`src/hw/ssp_pkg.sv`:
```
package ssp_pkg;
   localparam logic [7:0] ADDR_DATA = 8'h00;
   localparam logic [7:0] ADDR_CTRL = 8'h04;
   localparam logic [7:0] ADDR_STAT = 8'h08;
   localparam logic [7:0] ADDR_ISTAT = 8'h0c;
   localparam logic [7:0] ADDR_ICLR = 8'h10;
   localparam logic [7:0] ADDR_IEN = 8'h14;
   localparam logic [7:0] ADDR_PER = 8'h18;
   localparam int WRITE_COLLISION_FLAG_BIT = 7;
   localparam int EN_BIT = 5;
   localparam int CKP_BIT = 4;
   localparam int SMP_BIT = 7;
   localparam int CKE_BIT = 6;
   localparam int BF_BIT = 0;
   localparam int IRQ_DONE = 0;
   localparam int IRQ_WRITE_COLLISION_FLAG = 1;
   localparam logic [3:0] MODE_DIV4 = 4'h0;
   localparam logic [3:0] MODE_DIV16 = 4'h1;
   localparam logic [3:0] MODE_DIV64 = 4'h2;
   localparam logic [3:0] MODE_TMR = 4'h3;
   localparam logic [3:0] MODE_SLV_SS = 4'h4;
   localparam logic [3:0] MODE_SLV = 4'h5;
   localparam logic [4:0] HALF_DIV4 = 5'h02;
   localparam logic [4:0] HALF_DIV16 = 5'h08;
   localparam logic [4:0] HALF_DIV64 = 5'h10;
   localparam logic [4:0] PH_MASTER_LAST = 5'h10;
   localparam logic [4:0] PH_SLAVE_LAST = 5'h0f;
   localparam logic [7:0] PER_RST = 8'hff;
   typedef enum logic [1:0] {ST_IDLE = 2'b01, ST_BUSY = 2'b10} ssp_state_type;
endpackage : ssp_pkg

```
`src/hw/ssp_port.sv`:
```
`timescale 1ns/10ps
module ssp_port
   import ssp_pkg::*;
(
   input wire logic pclk, // APB clock, 20 MHz
   input wire logic presetn, // Asynchronous reset, active low
   input wire logic psel, // APB select
   input wire logic penable, // APB access phase
   input wire logic pwrite, // APB direction
   input wire logic [7:0] paddr, // APB byte address
   input wire logic [31:0] pwdata, // APB write data
   output logic [31:0] prdata, // APB read data
   output logic pready, // APB ready
   output logic pslverr, // APB error on unmapped address
   input wire logic sck_i, // Serial clock pin in
   output logic sck_o, // Serial clock pin out
   output logic sck_oe, // Serial clock drive enable
   input wire logic sdi, // Serial data in
   output logic sdo, // Serial data out
   output logic sdo_oe, // Serial data drive enable
   input wire logic ss_n, // Slave select, active low
   output logic irq // Level interrupt
);
   logic sck_s1_q, sck_s2_q, sck_s3_q, sdi_s1_q, sdi_s2_q, ss_s1_q, ss_s2_q;
   logic [5:0] ctrl_q;
   logic [1:0] cfg_q;
   logic write_collision_flag_q, buffer_full_flag_q;
   logic [7:0] serial_data_buffer_q, serial_shift_reg_q, rx_q, rx_nx;
   logic [7:0] tmr_q, timer_period_value_q;
   logic [4:0] ph_q, div_q, half;
   ssp_state_type st_q;
   logic [1:0] ist_q, ien_q;
   logic irq_q, sck_q, sck_oe_q, sdo_oe_q;
   logic [31:0] prdata_q;
   logic pready_q, pslverr_q;
   logic en, master, slave, ckp, cpha, smp, ss_act, period_timer_output;
   logic tick, step, last, done, busy, sample_now, shift_now, sck_edge;
   logic setup, acc, wr, rd, wr_data, write_collision_flag_set;

   always_ff @(posedge pclk or negedge presetn) begin
      if (!presetn) begin
         sck_s1_q <= 1'b0;
         sck_s2_q <= 1'b0;
         sck_s3_q <= 1'b0;
         sdi_s1_q <= 1'b0;
         sdi_s2_q <= 1'b0;
         ss_s1_q <= 1'b1;
         ss_s2_q <= 1'b1;
      end else begin
         sck_s1_q <= sck_i;
         sck_s2_q <= sck_s1_q;
         sck_s3_q <= sck_s2_q;
         sdi_s1_q <= sdi;
         sdi_s2_q <= sdi_s1_q;
         ss_s1_q <= ss_n;
         ss_s2_q <= ss_s1_q;
      end
   end

   assign en = ctrl_q[EN_BIT];
   assign master = en && (ctrl_q[3:0] < MODE_SLV_SS);
   assign slave = en && (ctrl_q[3:0] == MODE_SLV_SS || ctrl_q[3:0] == MODE_SLV);
   assign ss_act = (ctrl_q[3:0] != MODE_SLV_SS) || !ss_s2_q;
   assign ckp = ctrl_q[CKP_BIT];
   assign cpha = !cfg_q[0];
   // Sampling at end of output time only makes sense when we own the clock
   assign smp = cfg_q[1] && master;
   assign busy = (st_q == ST_BUSY) || (ph_q != 5'h00);

   // Free-running period timer; its match, before any postscaler, feeds the shift clock
   assign period_timer_output = (tmr_q == timer_period_value_q);
   always_ff @(posedge pclk or negedge presetn) begin
      if (!presetn) begin
         tmr_q <= 8'h00;
      end else if (period_timer_output) begin
         tmr_q <= 8'h00;
      end else begin
         tmr_q <= tmr_q + 8'h01;
      end
   end

   always_comb begin
      case (ctrl_q[3:0])
         MODE_DIV16: half = HALF_DIV16;
         MODE_DIV64: half = HALF_DIV64;
         default: half = HALF_DIV4;
      endcase
   end
   assign tick = (ctrl_q[3:0] == MODE_TMR) ? period_timer_output
                                            : (div_q == half - 5'h01);

   always_ff @(posedge pclk or negedge presetn) begin
      if (!presetn) begin
         div_q <= 5'h00;
      end else if (st_q != ST_BUSY || tick) begin
         div_q <= 5'h00;
      end else begin
         div_q <= div_q + 5'h01;
      end
   end

   assign sck_edge = sck_s2_q != sck_s3_q;
   assign step = master ? (st_q == ST_BUSY && tick) : (slave && ss_act && sck_edge);
   assign last = master ? (ph_q == PH_MASTER_LAST) : (ph_q == PH_SLAVE_LAST);
   assign done = step && last;
   // Even phases are leading edges; the extra master phase closes the last bit
   assign sample_now = step && (smp ? (cpha ? (!ph_q[0] && ph_q != 5'h00) : ph_q[0])
                                    : (cpha ? ph_q[0] : (!ph_q[0] && ph_q != PH_MASTER_LAST)));
   assign shift_now = step && (cpha ? (!ph_q[0] && ph_q != 5'h00 && ph_q != PH_MASTER_LAST)
                                    : ph_q[0]);
   assign rx_nx = sample_now ? {rx_q[6:0], sdi_s2_q} : rx_q;

   assign setup = psel && !penable;
   assign acc = psel && penable && pready_q;
   assign wr = acc && pwrite;
   assign rd = acc && !pwrite;
   assign wr_data = wr && paddr == ADDR_DATA;
   assign write_collision_flag_set = wr_data && busy;

   always_ff @(posedge pclk or negedge presetn) begin
      if (!presetn) begin
         st_q <= ST_IDLE;
      end else begin
         case (st_q)
            ST_IDLE: if (wr_data && !busy && master) st_q <= ST_BUSY;
            ST_BUSY: if (done || !master) st_q <= ST_IDLE;
            default: st_q <= ST_IDLE;
         endcase
      end
   end

   always_ff @(posedge pclk or negedge presetn) begin
      if (!presetn) begin
         ph_q <= 5'h00;
      end else if (!en || (slave && !ss_act) || done) begin
         ph_q <= 5'h00;
      end else if (step) begin
         ph_q <= ph_q + 5'h01;
      end
   end

   always_ff @(posedge pclk or negedge presetn) begin
      if (!presetn) begin
         serial_shift_reg_q <= 8'h00;
      end else if (wr_data && !busy) begin
         serial_shift_reg_q <= pwdata[7:0];
      end else if (shift_now) begin
         serial_shift_reg_q <= {serial_shift_reg_q[6:0], 1'b0};
      end
   end

   always_ff @(posedge pclk or negedge presetn) begin
      if (!presetn) begin
         rx_q <= 8'h00;
      end else begin
         rx_q <= rx_nx;
      end
   end

   // Separate holding buffer lets the next byte shift in before software reads
   always_ff @(posedge pclk or negedge presetn) begin
      if (!presetn) begin
         serial_data_buffer_q <= 8'h00;
      end else if (done) begin
         serial_data_buffer_q <= rx_nx;
      end
   end

   always_ff @(posedge pclk or negedge presetn) begin
      if (!presetn) begin
         buffer_full_flag_q <= 1'b0;
      end else if (done) begin
         buffer_full_flag_q <= 1'b1;
      end else if (rd && paddr == ADDR_DATA) begin
         buffer_full_flag_q <= 1'b0;
      end
   end

   always_ff @(posedge pclk or negedge presetn) begin
      if (!presetn) begin
         write_collision_flag_q <= 1'b0;
      end else if (write_collision_flag_set) begin
         write_collision_flag_q <= 1'b1;
      end else if (wr && paddr == ADDR_CTRL && !pwdata[WRITE_COLLISION_FLAG_BIT]) begin
         write_collision_flag_q <= 1'b0;
      end
   end

   always_ff @(posedge pclk or negedge presetn) begin
      if (!presetn) begin
         ctrl_q <= 6'h00;
         cfg_q <= 2'h0;
         ien_q <= 2'h0;
         timer_period_value_q <= PER_RST;
      end else if (wr) begin
         if (paddr == ADDR_CTRL) begin
            ctrl_q <= pwdata[5:0];
         end else if (paddr == ADDR_STAT) begin
            cfg_q <= pwdata[SMP_BIT:CKE_BIT];
         end else if (paddr == ADDR_IEN) begin
            ien_q <= pwdata[1:0];
         end else if (paddr == ADDR_PER) begin
            timer_period_value_q <= pwdata[7:0];
         end
      end
   end

   // Set beats clear so a completion landing on a clear write is kept
   always_ff @(posedge pclk or negedge presetn) begin
      if (!presetn) begin
         ist_q <= 2'h0;
      end else begin
         ist_q <= (ist_q & ~((wr && paddr == ADDR_ICLR) ? pwdata[1:0] : 2'h0))
                  | {write_collision_flag_set, done};
      end
   end

   always_ff @(posedge pclk or negedge presetn) begin
      if (!presetn) begin
         irq_q <= 1'b0;
      end else begin
         irq_q <= |(ist_q & ien_q);
      end
   end

   always_ff @(posedge pclk or negedge presetn) begin
      if (!presetn) begin
         sck_q <= 1'b0;
         sck_oe_q <= 1'b0;
         sdo_oe_q <= 1'b0;
      end else begin
         sck_oe_q <= master;
         sdo_oe_q <= master || (slave && ss_act);
         if (st_q != ST_BUSY) begin
            sck_q <= ckp;
         end else if (step && !last) begin
            sck_q <= !sck_q;
         end
      end
   end

   always_ff @(posedge pclk or negedge presetn) begin
      if (!presetn) begin
         prdata_q <= 32'h0000_0000;
         pready_q <= 1'b0;
         pslverr_q <= 1'b0;
      end else begin
         pready_q <= setup;
         pslverr_q <= 1'b0;
         prdata_q <= 32'h0000_0000;
         if (setup && !pwrite) begin
            if (paddr == ADDR_DATA) begin
               prdata_q <= {24'h00_0000, serial_data_buffer_q};
            end else if (paddr == ADDR_CTRL) begin
               prdata_q <= {24'h00_0000, write_collision_flag_q, 1'b0, ctrl_q};
            end else if (paddr == ADDR_STAT) begin
               prdata_q <= {24'h00_0000, cfg_q, 5'h00, buffer_full_flag_q};
            end else if (paddr == ADDR_ISTAT) begin
               prdata_q <= {30'h0000_0000, ist_q};
            end else if (paddr == ADDR_IEN) begin
               prdata_q <= {30'h0000_0000, ien_q};
            end else if (paddr == ADDR_PER) begin
               prdata_q <= {24'h00_0000, timer_period_value_q};
            end else if (paddr != ADDR_ICLR) begin
               pslverr_q <= 1'b1;
            end
         end else if (setup) begin
            pslverr_q <= !(paddr == ADDR_DATA || paddr == ADDR_CTRL || paddr == ADDR_STAT
                           || paddr == ADDR_ICLR || paddr == ADDR_IEN || paddr == ADDR_PER);
         end
      end
   end

   assign prdata = prdata_q;
   assign pready = pready_q;
   assign pslverr = pslverr_q;
   assign sck_o = sck_q;
   assign sck_oe = sck_oe_q;
   assign sdo = serial_shift_reg_q[7];
   assign sdo_oe = sdo_oe_q;
   assign irq = irq_q;

   property p_buf_load;
      @(posedge pclk) disable iff (!presetn) done |=> serial_data_buffer_q == $past(rx_nx);
   endproperty
   a_buf_load: assert property (p_buf_load) else $error("buffer not loaded at byte end");
   property p_bf_set;
      @(posedge pclk) disable iff (!presetn) done |=> buffer_full_flag_q && ist_q[IRQ_DONE];
   endproperty
   a_bf_set: assert property (p_bf_set) else $error("flags not set at byte end");
   property p_write_collision_flag;
      @(posedge pclk) disable iff (!presetn)
         wr_data && busy && !shift_now |=> write_collision_flag_q
            && serial_shift_reg_q == $past(serial_shift_reg_q);
   endproperty
   a_write_collision_flag: assert property (p_write_collision_flag) else $error("collision write not dropped");
   property p_write_collision_flag_hold;
      @(posedge pclk) disable iff (!presetn)
         write_collision_flag_q && !(wr && paddr == ADDR_CTRL) |=> write_collision_flag_q;
   endproperty
   a_write_collision_flag_hold: assert property (p_write_collision_flag_hold) else $error("collision flag lost");
   property p_bf_clr;
      @(posedge pclk) disable iff (!presetn)
         rd && paddr == ADDR_DATA && !done |=> !buffer_full_flag_q;
   endproperty
   a_bf_clr: assert property (p_bf_clr) else $error("buffer full not cleared by read");
   property p_irq_keep;
      @(posedge pclk) disable iff (!presetn)
         ist_q[IRQ_DONE] && !(wr && paddr == ADDR_ICLR) |=> ist_q[IRQ_DONE];
   endproperty
   a_irq_keep: assert property (p_irq_keep) else $error("interrupt flag dropped");
   property p_sck_idle;
      @(posedge pclk) disable iff (!presetn)
         st_q == ST_IDLE ##1 st_q == ST_IDLE && $stable(ctrl_q) |-> sck_q == ckp;
   endproperty
   a_sck_idle: assert property (p_sck_idle) else $error("idle clock level wrong");
   property p_slave_clk;
      @(posedge pclk) disable iff (!presetn) slave ##1 slave |-> !sck_oe_q;
   endproperty
   a_slave_clk: assert property (p_slave_clk) else $error("slave drives clock");
   property p_start;
      @(posedge pclk) disable iff (!presetn)
         wr_data && !busy && master |=> st_q == ST_BUSY && ph_q == 5'h00;
   endproperty
   a_start: assert property (p_start) else $error("master write did not start");
   c_done_master: cover property (@(posedge pclk) disable iff (!presetn) done && master);
   c_done_slave: cover property (@(posedge pclk) disable iff (!presetn) done && slave);
   c_write_collision_flag: cover property (@(posedge pclk) disable iff (!presetn) write_collision_flag_set);
endmodule : ssp_port

```
`config.mk`:
```
export PLATFORM = sky130hd
export DESIGN_NAME = ssp_port
export DESIGN_NICKNAME = d
export VERILOG_FILES = /design/src/hw/ssp_pkg.sv /design/src/hw/ssp_port.sv
export SDC_FILE = /design/constraint.sdc
export NUM_CORES = 1
export LEC_CHECK = 0
export ABC_AREA = 0
export BUFFER_PORTS_ARGS = -buffer_cell sky130_fd_sc_hd__buf_4
export CELL_PAD_IN_SITES_DETAIL_PLACEMENT = 1
export CELL_PAD_IN_SITES_GLOBAL_PLACEMENT = 2
export CORE_UTILIZATION = 35
export DETAILED_ROUTE_END_ITERATION = 12
export PLACE_DENSITY_LB_ADDON = 0.05
export SLEW_MARGIN = 25
export SYNTH_ARGS = -nofsm -noshare
export SYNTH_HDL_FRONTEND = slang
export SYNTH_SLANG_ARGS = --single-unit
```
`constraint.sdc`:
```
create_clock -name pclk -period 2.9 [get_ports pclk]
set_clock_uncertainty 0.05 [all_clocks]
set_input_delay 0.145 -clock pclk [delete_from_list [all_inputs] [get_ports pclk]]
set_output_delay 0.145 -clock pclk [all_outputs]
set_load 0.005 [all_outputs]
```
==> qor.yml <==
clock_network:
  insertion_delay_ns: 0.34
  post-cts-setup-buffers: 0
  h-tree-depth: 3
  clock_path_buffers: 2
  cts.sinks: 87
  numCtsBuffers: 9
  clk_pin_slew_ns: 0.06
  clockRootBuffer: "clkbuf_16"
  cts_tree: "built"
place:
  dpl.cell_count: 577
  portBuffers: 38
  place_congestion: 0.7390
  hpwl_um: 7528
final_layout:
  final_layout_size_suffix_gt1_share_pct: 22.84
  final_common_cell: "dfrtp_1"
  layout.nets: 498
  num_antenna_cells: 0
  final_cell_mix: "76 x dfrtp_1, 49 x nor2_1, 46 x buf_4"
  layoutNonFillerInstCount: 598
  area_growth_pct: 17.49
die:
  die_x_um: 112.6
  rows: 40
  chipHeight_um: 112.6
  start_util_pct: 35.77
  num_io_pins: 87
  coreArea_sq_um: 11960
  fp.dieArea_sq_um: 12670
routing:
  drt-wirelength-per-cell_um: 17.12
  drc: 0
  drt_pass1_iterations: 4
  final_antenna_net_count: 0
  drt-initial-drc-count: 126
  num_vias: 2991
  drt-total-wl_um: 10240
  vias_per_cell: 5.002
min_path:
  hold_path_class: "input pin to flip-flop"
  min_path_cells: 2
synth:
  ys.flop_type: "dfrtp_1"
  synth_top_cell_by_area: "dfrtp_1"
  synth_seq_cells: 87
  syn_area_sq_um: 4279
  avgSynthCellArea_sq_um: 10.75
  yosysTopAreaCellShare_pct: 44.44
  synth_area_leaders: "dfrtp_1 44%, dfstp_2 6.8%, nor2_1 4.3%, mux2i_1 4.2%, buf_4 4.2%"
  netlist_instances: 398
  ys_seq_area_share_pct: 51.20
  synth.distinct_cells: 59
  yosysWarnings: 0
  synth_edf_count: 0
  synthArstFlopShare_pct: 100.0
sta:
  slew_violations: 0
  fin_crit_sh_pct: 90.32
  worst_pin_slew_ns: 0.6523
  setup_viol: 0
  rsz0062_at_grt: "false"
  tns_ns: 0
  relSlewSlack_pct: 56.41
  max_freq_mhz: 381.8
  fin_crit_ns: 2.619
  hold_viol_final: 0
  whs_ns: 0.02697
setup_path:
  cp_slowest_cell: "or3_1"
  cp.arrival_ns: 2.79
  crit_path_max_incr_delay_ns: 0.61
  path_max_fanout: 8
  crit_path_end_kind: "flip-flop"
  required_ns: 3.07
  path_cells: "xnor2_1 > nand4_1 > o31ai_2 > nor2_4 > or3_1 > mux2_4"
  critical_path_class: "flip-flop to flip-flop"
  worstRegToRegCells: 6
  worstSetupStartpointType: "flip-flop"
global_routing:
  grt_start_max_net_pins: 45
  track_usage_pct: 17.80
  antenna_found_initial: 0
  grt_pass1_wl_um: 17170
  grt_pass1_vias: 3106
  grt_overflow: 0
power:
  power.leakage_uw: 0.002363
  ir_drop_mv: 0.2779
  power_density_nw_per_um2: 536.2
run_status:
  status: "finished, final reports clean"
flow_run:
  drv_cap: 0
[cells in the mapped netlist (6+ instances only)]
cell,instances
o21ai_0,10
dfstp_2,11
dfrtp_1,76
mux2_4,8
xor2_1,10
buf_4,24
nand2_1,21
mux2_2,16
nor3_1,7
nand3_1,13
clkbuf_1,6
nor2_1,49
mux2i_1,18
inv_1,12
a21oi_1,20
xnor2_1,10
[per-layer routing]
metal  vias to the layer above  routed length, um  track usage [%]
met3                         8                261            3.024
met5                         -                  0                0
li1                       1443                  -                -
met4                         0                121            6.133
met1                      1500               5050            24.90
met2                        40               4804            27.86
[critical path, delay by kind of cell (launching register included)]
family | cells | cell delay (ns)
xor+xnor | 1 | 0.12
simple gates | 3 | 0.94
compound gates | 1 | 0.46
mux | 1 | 0.37
flops | 1 | 0.56
[metrics by stage]
| stage | power, uW | worst slack (ns) | util [%] | instance area [sq um] |
|---|---|---|---|---|
| CTS | 2741 | 0.2126 | 42.03 | 5027 |
| detailed placement | 1462 | 0.2341 | 38.89 | 4652 |
| global route | 2815 | 0.1085 | 42.03 | 5027 |
| finish | 2696 | 0.2807 | 42.03 | 5027 |
| global placement | 1458 | 0.2342 | 38.89 | 4652 |
| floorplan | 1383 | 0.6794 | - | 4365 |
[worst paths after layout]
| check | startpoint | end | slack [ns] |
|---|---|---|---|
| worst min-delay path | pwdata[2] | ctrl_q[2] | 0.03 |
| worst max-delay path | timer_period_value_q[3] | rx_q[0] | 0.28 |
| worst min register to register | sdi_s1_q | sdi_s2_q | 0.30 |
| max in group asynchronous | presetn | timer_period_value_q[1] | 1.74 |
| min in group asynchronous | presetn | div_q[2] | 0.30 |
| worst max register to register | timer_period_value_q[3] | rx_q[0] | 0.28 |
[cells by family after synthesis]
logic type      after synthesis  share of synthesized area (%)
compound gates               66                          10.38
xor+xnor                     20                          4.093
fa+ha+maj                     4                          1.170
buf+inv                      49                          6.725
flops                        87                          51.20
mux                          42                          11.23
other cells                   1                        0.08764
simple gates                129                          15.12
[flip-flops by register name (all words and copies together), names as in the netlist, 5 cells and up]
signal and flops:
ph_q 5, tmr_q 8, timer_period_value_q 8, ctrl_q 6, div_q 5, rx_q 8
serial_shift_reg_q 8, prdata 8, serial_data_buffer_q 8
[report_power, final]
group	total, uW	internal, uW	leakage (uW)	switching [uW]
Clock	1260	801	0.000160	457
Combinational	175	62.9	0.00109	113
Sequential	1260	1240	0.00111	25.5
Total	2700	2100	0.00236	595
[layout make-up]
cell class / count / area (sq um)
Fill cell: 1298 / 6934
Sequential cell: 87 / 2191
Multi-Input combinational cell: 285 / 1887
Timing Repair Buffer: 51 / 395.4
Clock buffer: 13 / 260.3
Tap cell: 147 / 183.9
Clock inverter: 3 / 65.06
Inverter: 12 / 45.04
[timing repair]
item,CTS,global route
endpoints found under the setup margin,0,0
hold buffers,5,0
resized for setup,0,0
hold endpoints to repair,43,0
(Power assumes the default switching activity.)
